===== src/verilog/step_pkg.sv =====
package step_pkg;

  // ---------------------------------------------------------------
  // clock and timing
  // ---------------------------------------------------------------
  localparam int unsigned CLK_HZ = 20000000;
  localparam int unsigned RESPONSE_US = 25;
  localparam int unsigned RESPONSE_CYC = (RESPONSE_US * CLK_HZ) / 1000000;
  localparam int unsigned MAX_STEP_HZ = 20000;
  localparam int unsigned MIN_PULSE_US = 25;

  // ---------------------------------------------------------------
  // selector layout
  // ---------------------------------------------------------------
  localparam int unsigned CUR_SW_W = 7;
  localparam int unsigned SEL_W = 8;
  localparam int unsigned RES_SW_BIT = 7;
  localparam int unsigned LEVEL_W = 3;
  localparam int unsigned FULL_PPR = 200;
  localparam int unsigned HALF_PPR = 400;

  // ---------------------------------------------------------------
  // phase sequence
  // ---------------------------------------------------------------
  localparam int unsigned PHASE_W = 3;
  localparam logic [2:0] PHASE_RST = 3'h0;
  localparam logic [2:0] STEP_FULL = 3'h2;
  localparam logic [2:0] STEP_HALF = 3'h1;
  localparam logic [2:0] LEVEL_OFF = 3'h0;

  // ---------------------------------------------------------------
  // apb register map
  // ---------------------------------------------------------------
  localparam logic [7:0] ADDR_STATUS = 8'h00;
  localparam logic [7:0] ADDR_IRQ_STAT = 8'h04;
  localparam logic [7:0] ADDR_IRQ_MASK = 8'h08;
  localparam logic [7:0] ADDR_POS = 8'h0C;
  localparam logic [1:0] IRQ_RST = 2'h0;
  localparam int unsigned IRQ_STEP_BIT = 0;
  localparam int unsigned IRQ_FAULT_BIT = 1;
  localparam logic [15:0] POS_RST = 16'h0000;

  // ---------------------------------------------------------------
  // winding drive carrier
  // ---------------------------------------------------------------
  typedef struct packed {
    logic a_en;
    logic a_pos;
    logic b_en;
    logic b_pos;
    logic [2:0] level;
  } winding_t;

  localparam winding_t WIND_RST = '{default: 1'b0};

endpackage


===== src/verilog/stepper_step_dir_translator.sv =====
// Behaviour
// - one step per rising step edge only
// - step size follows resolution selector
// - direction high clockwise, low counterclockwise
// - windings off forces zero current
// - direction and windings off act within 25 us
// - overcurrent lights fault indicator
// - fault latched until presetn reset
// - half step gives half rotation
// - selector 8 off full, on half
// - highest selected current level wins
`timescale 1ns/1ns
module stepper_step_dir_translator (
  input wire logic pclk,
  input wire logic presetn,
  input wire logic step_in,
  input wire logic dir_in,
  input wire logic windings_off_n,
  input wire logic [7:0] selector,
  input wire logic overcurrent,
  input wire logic psel,
  input wire logic penable,
  input wire logic pwrite,
  input wire logic [7:0] paddr,
  input wire logic [31:0] pwdata,
  output logic [31:0] prdata,
  output logic pready,
  output logic pslverr,
  output step_pkg::winding_t winding,
  output logic fault_led,
  output logic irq
);

  // ---------------------------------------------------------------
  // functions
  // ---------------------------------------------------------------
  function automatic logic [2:0] top_level(input logic [6:0] sw);
    logic [2:0] lv;
    lv = step_pkg::LEVEL_OFF;
    for (int i = 0; i < step_pkg::CUR_SW_W; i++)
    begin
      if (sw[i])
      begin
        lv = 3'(i + 1);
      end
    end
    return lv;
  endfunction

  // ---------------------------------------------------------------
  // input sampling and edge detect
  // ---------------------------------------------------------------
  logic step_q;
  logic step_prev_q;
  logic dir_q;
  logic off_n_q;
  wire step_rise = step_q & ~step_prev_q;
  wire half_sel = selector[step_pkg::RES_SW_BIT];
  wire [2:0] incr = half_sel ? step_pkg::STEP_HALF : step_pkg::STEP_FULL;

  always_ff @(posedge pclk or negedge presetn)
  begin
    if (!presetn)
    begin
      step_q <= 1'b0;
      step_prev_q <= 1'b0;
    end
    else
    begin
      step_q <= step_in;
      step_prev_q <= step_q;
    end
  end

  always_ff @(posedge pclk or negedge presetn)
  begin
    if (!presetn)
    begin
      dir_q <= 1'b0;
      off_n_q <= 1'b0;
    end
    else
    begin
      dir_q <= dir_in;
      off_n_q <= windings_off_n;
    end
  end

  // ---------------------------------------------------------------
  // phase sequencer
  // ---------------------------------------------------------------
  logic [2:0] phase_q;
  logic [2:0] phase_d;
  logic [15:0] pos_q;
  logic [15:0] pos_d;

  assign phase_d = !step_rise ? phase_q : (dir_q ? phase_q + incr : phase_q - incr);
  assign pos_d = !step_rise ? pos_q : (dir_q ? pos_q + 16'h0001 : pos_q - 16'h0001);

  always_ff @(posedge pclk or negedge presetn)
  begin
    if (!presetn)
    begin
      phase_q <= step_pkg::PHASE_RST;
    end
    else
    begin
      phase_q <= phase_d;
    end
  end

  always_ff @(posedge pclk or negedge presetn)
  begin
    if (!presetn)
    begin
      pos_q <= step_pkg::POS_RST;
    end
    else
    begin
      pos_q <= pos_d;
    end
  end

  // ---------------------------------------------------------------
  // winding drive
  // ---------------------------------------------------------------
  step_pkg::winding_t wind_d;
  logic fault_q;
  wire fault_d = fault_q | overcurrent;
  wire [2:0] level_sel = top_level(selector[step_pkg::CUR_SW_W-1:0]);
  wire drive_on = off_n_q & ~fault_q;

  // even index drives both windings, odd index drives one
  always_comb
  begin
    wind_d = step_pkg::WIND_RST;
    case (phase_q)
      3'h0: wind_d = '{1'b1, 1'b1, 1'b1, 1'b1, level_sel};
      3'h1: wind_d = '{1'b0, 1'b0, 1'b1, 1'b1, level_sel};
      3'h2: wind_d = '{1'b1, 1'b0, 1'b1, 1'b1, level_sel};
      3'h3: wind_d = '{1'b1, 1'b0, 1'b0, 1'b0, level_sel};
      3'h4: wind_d = '{1'b1, 1'b0, 1'b1, 1'b0, level_sel};
      3'h5: wind_d = '{1'b0, 1'b0, 1'b1, 1'b0, level_sel};
      3'h6: wind_d = '{1'b1, 1'b1, 1'b1, 1'b0, level_sel};
      3'h7: wind_d = '{1'b1, 1'b1, 1'b0, 1'b0, level_sel};
      default: wind_d = step_pkg::WIND_RST;
    endcase
    if (!drive_on)
    begin
      wind_d = step_pkg::WIND_RST;
    end
  end

  always_ff @(posedge pclk or negedge presetn)
  begin
    if (!presetn)
    begin
      winding <= step_pkg::WIND_RST;
    end
    else
    begin
      winding <= wind_d;
    end
  end

  // ---------------------------------------------------------------
  // fault latch
  // ---------------------------------------------------------------
  always_ff @(posedge pclk or negedge presetn)
  begin
    if (!presetn)
    begin
      fault_q <= 1'b0;
    end
    else
    begin
      fault_q <= fault_d;
    end
  end

  always_ff @(posedge pclk or negedge presetn)
  begin
    if (!presetn)
    begin
      fault_led <= 1'b0;
    end
    else
    begin
      fault_led <= fault_d;
    end
  end

  // ---------------------------------------------------------------
  // apb slave and interrupts
  // ---------------------------------------------------------------
  logic [1:0] irq_stat_q;
  logic [1:0] irq_stat_d;
  logic [1:0] irq_mask_q;
  logic [1:0] irq_mask_d;
  logic [31:0] rdata_d;
  logic [31:0] prdata_d;
  wire setup = psel & ~penable;
  wire access = psel & penable & pready;
  wire wr = access & pwrite;
  wire rd_setup = setup & ~pwrite;
  wire hit_stat = paddr == step_pkg::ADDR_STATUS;
  wire hit_istat = paddr == step_pkg::ADDR_IRQ_STAT;
  wire hit_imask = paddr == step_pkg::ADDR_IRQ_MASK;
  wire hit_pos = paddr == step_pkg::ADDR_POS;
  wire mapped = hit_stat | hit_istat | hit_imask | hit_pos;
  wire [1:0] events;
  wire [1:0] w1c = (wr & hit_istat) ? pwdata[1:0] : 2'h0;
  wire irq_d = |(irq_stat_d & irq_mask_q);

  assign events[step_pkg::IRQ_STEP_BIT] = step_rise;
  assign events[step_pkg::IRQ_FAULT_BIT] = overcurrent & ~fault_q;
  // set wins over write-one-clear
  assign irq_stat_d = (irq_stat_q & ~w1c) | events;
  assign irq_mask_d = (wr & hit_imask) ? pwdata[1:0] : irq_mask_q;
  assign prdata_d = rd_setup ? rdata_d : prdata;
  assign rdata_d = hit_stat ? {24'h000000, selector[7:5], fault_q, off_n_q, dir_q, phase_q[1:0]}
    : hit_istat ? {30'h00000000, irq_stat_q}
    : hit_imask ? {30'h00000000, irq_mask_q}
    : hit_pos ? {16'h0000, pos_q}
    : 32'h00000000;

  always_ff @(posedge pclk or negedge presetn)
  begin
    if (!presetn)
    begin
      irq_stat_q <= step_pkg::IRQ_RST;
    end
    else
    begin
      irq_stat_q <= irq_stat_d;
    end
  end

  always_ff @(posedge pclk or negedge presetn)
  begin
    if (!presetn)
    begin
      irq_mask_q <= step_pkg::IRQ_RST;
    end
    else
    begin
      irq_mask_q <= irq_mask_d;
    end
  end

  always_ff @(posedge pclk or negedge presetn)
  begin
    if (!presetn)
    begin
      irq <= 1'b0;
    end
    else
    begin
      irq <= irq_d;
    end
  end

  // ---------------------------------------------------------------
  // apb handshake
  // ---------------------------------------------------------------
  always_ff @(posedge pclk or negedge presetn)
  begin
    if (!presetn)
    begin
      pready <= 1'b0;
    end
    else
    begin
      pready <= setup;
    end
  end

  always_ff @(posedge pclk or negedge presetn)
  begin
    if (!presetn)
    begin
      pslverr <= 1'b0;
    end
    else
    begin
      pslverr <= setup & ~mapped;
    end
  end

  always_ff @(posedge pclk or negedge presetn)
  begin
    if (!presetn)
    begin
      prdata <= 32'h00000000;
    end
    else
    begin
      prdata <= prdata_d;
    end
  end

endmodule


===== config.mk =====
export PLATFORM = sky130hd
export DESIGN_NAME = stepper_step_dir_translator
export DESIGN_NICKNAME = d
export VERILOG_FILES = /design/src/verilog/step_pkg.sv /design/src/verilog/stepper_step_dir_translator.sv
export SDC_FILE = /design/constraint.sdc
export NUM_CORES = 1
export LEC_CHECK = 0
export BUFFER_PORTS_ARGS = -buffer_cell sky130_fd_sc_hd__buf_2
export CORE_UTILIZATION = 30
export CTS_CLUSTER_DIAMETER = 100
export CTS_CLUSTER_SIZE = 25
export DETAILED_ROUTE_END_ITERATION = 8
export PLACE_DENSITY_LB_ADDON = 0.15
export SYNTH_ARGS = -nofsm -noshare
export SYNTH_HDL_FRONTEND = slang
export SYNTH_SLANG_ARGS = --single-unit

===== constraint.sdc =====
create_clock -name pclk -period 5.4 [get_ports pclk]
set_clock_uncertainty 0.05 [all_clocks]
set_input_delay 1.08 -clock pclk [delete_from_list [all_inputs] [get_ports pclk]]
set_output_delay 1.08 -clock pclk [all_outputs]
set_load 0.005 [all_outputs]

==> results of run 1 <==
-- per-stage QoR --
stage	hold WS [ns]	utilization, %	total power [W]	setup WS [ns]	cells
after floorplan	0.318	-	0.000980	2.96	302
after global placement	0.328	35.0	0.00110	2.42	462
after detailed placement	0.343	35.0	0.00110	2.40	462
after CTS	0.370	36.2	0.00138	2.45	470
after global routing	0.376	36.2	0.00150	2.14	470
final	0.365	36.2	0.00136	2.47	470
-- power breakdown --
part | leakage, nW | switching (W) | internal [W]
sequential | 0.697 | 0.0000698 | 0.000475
combinational | 0.954 | 0.000300 | 0.000243
clock | 0.0585 | 0.000137 | 0.000139
-- final cells by class --
class	instances	area [um^2]	area share [%]
clock inverter	3	43.8	1.30
multi-input combinational	206	1400	41.4
sequential	54	1350	40.1
clock buffer	5	68.8	2.04
timing repair buffer	56	288	8.53
inverter	17	63.8	1.89
tap	129	161	4.78
-- worst paths after layout --
check                                  from               endpoint  slack [ns]  depth (start not counted)
max reg2reg                 dir_q$_DFF_PN0_  pos_q[15]$_DFFE_PN0P_        2.47                          8
max                         dir_q$_DFF_PN0_  pos_q[15]$_DFFE_PN0P_        2.47                          8
max in group asynchronous           presetn  pos_q[15]$_DFFE_PN0P_        4.01                          2
min reg2reg                step_q$_DFF_PN0_  step_prev_q$_DFF_PN0_        0.37                          0
min in group asynchronous           presetn      pslverr$_DFF_PN0_        0.85                          2
min                        step_q$_DFF_PN0_  step_prev_q$_DFF_PN0_        0.37                          0
-- synthesized netlist by cell type (5+ instances only) --
library cell / number / area [um^2]
ha_1: 15 / 188
inv_1: 16 / 60.1
a222oi_1: 6 / 60.1
nand2_1: 31 / 116
buf_4: 17 / 128
dfrtp_1: 54 / 1350
nor2_1: 13 / 48.8
xnor2_1: 12 / 105
o21ai_0: 12 / 60.1
a21oi_1: 18 / 90.1
nand4_1: 5 / 31.3
o21ai_1: 8 / 40.0
clkbuf_1: 5 / 18.8
a22o_1: 12 / 105
-- per-layer routing --
metal	vias up	global-route usage (%)
met5	-	0
met4	0	4.01
met3	5	1.80
met2	74	20.3
met1	1024	19.2
li1	1102	-
-- logic make-up (layout without fill, tap and decap cells) --
family,after synthesis,count (layout)
AOI/OAI and AO/OA,77,77
and+or+nand+nor,75,75
DFF,54,54
buffers and inverters,42,81
adders and majority gates,17,17
xor gates and xnor gates,16,16
muxes,5,5
other,1,16
-- state kept, by name, summed over array words and instances, names as in the netlist --
name and cells:
irq_stat_q 2, step_q 1, off_n_q 1, phase_q 3, pslverr 1, winding 7
pos_q 16, fault_led 1, prdata 16, dir_q 1, pready 1, step_prev_q 1
irq 1, irq_mask_q 2
-- critical path: cells and delay by family, from the launching register on --
family	cells	cell delay (ns)
AOI/OAI and AO/OA	3	0.98
xor gates and xnor gates	1	0.14
adders and majority gates	1	0.52
buffers and inverters	1	0.31
DFF	1	0.48
and+or+nand+nor	2	0.35
==> flow_metrics.tcl, run 1 <==
set metrics [dict create \
    status "complete, no violations" \
    wire_per_inst_um 13.1 \
    syn2layout_area_growth_pct 15.7 \
    globalplace.congestion 0.811 \
    ir_worst_vdd_mv 0.115 \
    endpoint_kind "flop" \
    port_buffers 53 \
    post-route-period-util_pct 54.2 \
    fmax_mhz 341 \
    synth_top_family_by_area "compound AO/OA/AOI/OAI gates" \
    layout.nets 414 \
    cp_slowest_stage_delay_ns 0.53 \
    clk_pin_slew_ns 0.10 \
    fin_crit_ns 2.93 \
    top_layer_used "met4" \
    required_ns 5.55 \
    vias 2205 \
    drc 0 \
    clock_latency_ns 0.30 \
    synth_warnings 0 \
    synth_xor_area_share_pct 4.81 \
    num_antenna_cells 0 \
    tightest_slew_ns 0.921 \
    wl_met3_um 321 \
    p_leak_nw 1.71 \
    grt_first_pass_wirelength_mm 10.6 \
    synthSimpleGateAreaFrac_pct 12.8 \
    cts-root-buf "clkbuf_8" \
    synthAdderAreaFrac_pct 7.81 \
    post_cts_resize_count 0 \
    synth_edf_count 0 \
    grt_use_total_pct 13.2 \
    design_area_um2 3370 \
    hold_viol 0 \
    initial_core_util_pct 31.3 \
    die_w_um 101 \
    synthDistinctLibCells 49 \
    grt_max_degree 55 \
    cts_tree "done" \
    routed_via_density 4.69 \
    wl_met2_mm 2.68 \
    met1Wirelength_mm 3.06 \
    die_area_um2 10100 \
    maxSlewHeadroom_pct 38.5 \
    grt_pass1_vias 2118 \
    overflow 0 \
    drive_gt1_share_pct 22.3 \
    wirelength_mm 6.14 \
    layout_common_cells "dfrtp_1, buf_2, nand2_1, a21oi_1" \
    synth_cells 287 \
    ys.flop_type "dfrtp_1" \
    drt_iter0_markers 125 \
    criticalPathCategory "reg2reg" \
    core_um2 9330 \
    worstSetupStartpointType "flop" \
    antenna_found_initial 0 \
    ys_async_sr_fraction_pct 100 \
    first_pass_iters 4 \
    placed_area_um2 3260 \
    fp.dieH_um 101 \
    power_density_nw_per_um2 404 \
    path_cells "inv_1 > ha_1 > nand2_1 > a2111oi_1 > o21ai_0 > and3_1 > o21a_1 > xor2_1" \
    hold_class "reg2reg" \
    rsz0062_at_grt "false" \
    layout_commonest_cell "dfrtp_1" \
    ys_seq_area_share_pct 46.4 \
    ctsHoldBuffers 0 \
    cts_buffers 5 \
    ant_nets 0 \
    synth-compound-area-share_pct 17.8 \
    synth_area_per_cell_um2 10.2 \
    cp_slowest_cell "a2111oi_1" \
    syn-cell-area_um2 2920 \
    hpwl_mm 4.54 \
    crit_fanout 16 \
    critical_path_arrival_ns 3.08 \
    cts_sinks 54 \
    cap_violations 0 \
    cts_setup_buffers 0 \
    htree_levels 2 \
    num_rows 35 \
    io_pins 100 \
    clk_path_buf_depth 2 \
    yosys_register_bits 54 \
    finalSetupViolCount 0 \
    report.final.slew_viol_count 0 \
    muxShareOfSynthArea_pct 2.66 \
    setup_tns_ns 0 \
    fillers 935 \
]
No activity file was read; power rests on OpenSTA's default activity.
==> run 2: changes to the inputs <==
==> constraint.sdc (replaced) <==
create_clock -name pclk -period 3 [get_ports pclk]
set_clock_uncertainty 0.05 [all_clocks]
set_input_delay 0.6 -clock pclk [delete_from_list [all_inputs] [get_ports pclk]]
set_output_delay 0.6 -clock pclk [all_outputs]
set_load 0.005 [all_outputs]
==> flow_metrics.tcl, run 2 (synthesis gave the netlist of run 1 again) <==
set metrics [dict create \
    hold_class "in2async" \
    cp.buffers_inverters 2 \
    cts_sinks 54 \
    report.final.slew_viol_count 0 \
    fmax_mhz 381 \
    globalplace.congestion 0.743 \
    crit_fanout 12 \
    routed_via_density 4.63 \
    ant_nets 0 \
    syn2layout_area_growth_pct 17.9 \
    fin_crit_ns 2.63 \
    clk_pin_slew_ns 0.09 \
    drc 0 \
    num_antenna_cells 0 \
    drive_gt1_share_pct 24.7 \
    initial_core_util_pct 31.3 \
    layout.nets 425 \
    grt_use_total_pct 13.5 \
    die_w_um 101 \
    maxSlewHeadroom_pct 55.4 \
    wire_per_inst_um 13.2 \
    drt_iter0_markers 74 \
    cp_slowest_cell "a2111oi_1" \
    p_leak_nw 1.75 \
    multi_input_area_um2 1400 \
    cts_tree "done" \
    layout_commonest_cell "dfrtp_1" \
    placed_area_um2 3340 \
    first_pass_iters 5 \
    rsz0062_at_grt "false" \
    critPathLaunch "dir_q$_DFF_PN0_" \
    overflow 0 \
    layout_common_cells "dfrtp_1, buf_2, nand2_1, a21oi_1" \
    die_area_um2 10100 \
    design_area_um2 3440 \
    port_buffers 53 \
    worstSetupStartpointType "flop" \
    setup_tns_ns 0 \
    endpoint_kind "flop" \
    grt_max_degree 55 \
    finalSetupViolCount 0 \
    r2r_start "dir_q$_DFF_PN0_" \
    holdWs_ns 0.351 \
    clock_latency_ns 0.30 \
    io_pins 100 \
    fillers 937 \
    antenna_found_initial 0 \
    critical_path_arrival_ns 2.77 \
    cp_slowest_stage_delay_ns 0.50 \
    cts_buffers 5 \
    ff_latch_area_um2 1350 \
    vias 2227 \
    post_cts_resize_count 0 \
    crit_family "compound AO/OA/AOI/OAI gates" \
    criticalPathCategory "reg2reg" \
    grt_first_pass_wirelength_mm 10.7 \
    largestRegisters "pos_q x16, prdata x16, winding x7" \
    fp.dieH_um 101 \
    cap_violations 0 \
    required_ns 3.14 \
    power_density_nw_per_um2 710 \
    wirelength_mm 6.36 \
    post-route-period-util_pct 87.5 \
    hpwl_mm 4.93 \
    ir_worst_vdd_mv 0.207 \
    grt_pass1_vias 2154 \
    htree_levels 2 \
    status "complete, no violations" \
    hold_viol 0 \
    clk_path_buf_depth 2 \
    ctsHoldBuffers 0 \
    tightest_slew_ns 0.668 \
    num_rows 35 \
    cts-root-buf "clkbuf_8" \
    path_cells "inv_1 > ha_1 > a21oi_1 > a2111oi_1 > buf_4 > o21ai_0 > and3_1 > o21a_1 > xor2_1" \
    core_um2 9330 \
    cts_setup_buffers 0 \
]
[run 2: cell types whose count changed in the layout (fill, tap and decap cells not counted)]
cell | previous run | this run
clkbuf_8 | 5 | 6
buf_4 | 3 | 14
inv_6 | 1 | 0
clkinvlp_4 | 0 | 1
bufinv_16 | 1 | 0
[run 2: worst paths after layout]
kind | slack (ns) | cells past startpoint | endpoint
max | 0.38 | 9 | pos_q[15]$_DFFE_PN0P_
min | 0.35 | 2 | pslverr$_DFF_PN0_
max reg2reg | 0.38 | 9 | pos_q[15]$_DFFE_PN0P_
min reg2reg | 0.36 | 0 | step_prev_q$_DFF_PN0_
max in group asynchronous | 2.10 | 2 | prdata[13]$_DFFE_PN0P_
min in group pclk | 0.35 | 1 | off_n_q$_DFF_PN0_
[run 2: power breakdown]
part	leakage (nW)	internal, W	switching (W)
registers	0.697	0.000855	0.000134
clock network	0.0472	0.000186	0.000226
logic	1.01	0.000475	0.000564
total	1.75	0.00152	0.000925
[run 2: area by class of cell]
| class | instances | area share, % |
|---|---|---|
| Multi-Input combinational cell | 206 | 40.6 |
| Sequential cell | 54 | 39.3 |
| Timing Repair Buffer | 67 | 10.8 |
| Tap cell | 129 | 4.69 |
| Clock buffer | 6 | 2.40 |
| Inverter | 17 | 1.86 |
| Clock inverter | 2 | 0.364 |
[run 2: stage by stage]
stage / total power [W] / std cells / setup WS, ns / util (%)
6_report: 0.00244 / 481 / 0.375 / 36.9
5_1_grt: 0.00265 / 481 / 0.136 / 36.9
4_1_cts: 0.00247 / 481 / 0.338 / 36.9
3_5_place_dp: 0.00205 / 473 / 0.356 / 35.8
3_3_place_gp: 0.00203 / 473 / 0.334 / 35.8
2_1_floorplan: 0.00176 / 302 / 0.589 / -
[run 2: routing by layer]
| metal | global-route usage [%] | share of wire (%) | up-vias |
|---|---|---|---|
| met2 | 21.5 | 46 | 49 |
| met4 | 4.68 | 0.85 | 0 |
| met1 | 18.8 | 51 | 1054 |
| li1 | - | - | 1122 |
| met5 | 0 | 0 | - |
| met3 | 1.66 | 2.8 | 2 |
[run 2: worst register-to-register path: stages, from the launching register on]
cell	delay, ns
dfrtp_1	0.39
inv_1	0.34
ha_1	0.28
a21oi_1	0.10
a2111oi_1	0.50
buf_4	0.19
o21ai_0	0.14
and3_1	0.22
o21a_1	0.18
xor2_1	0.13
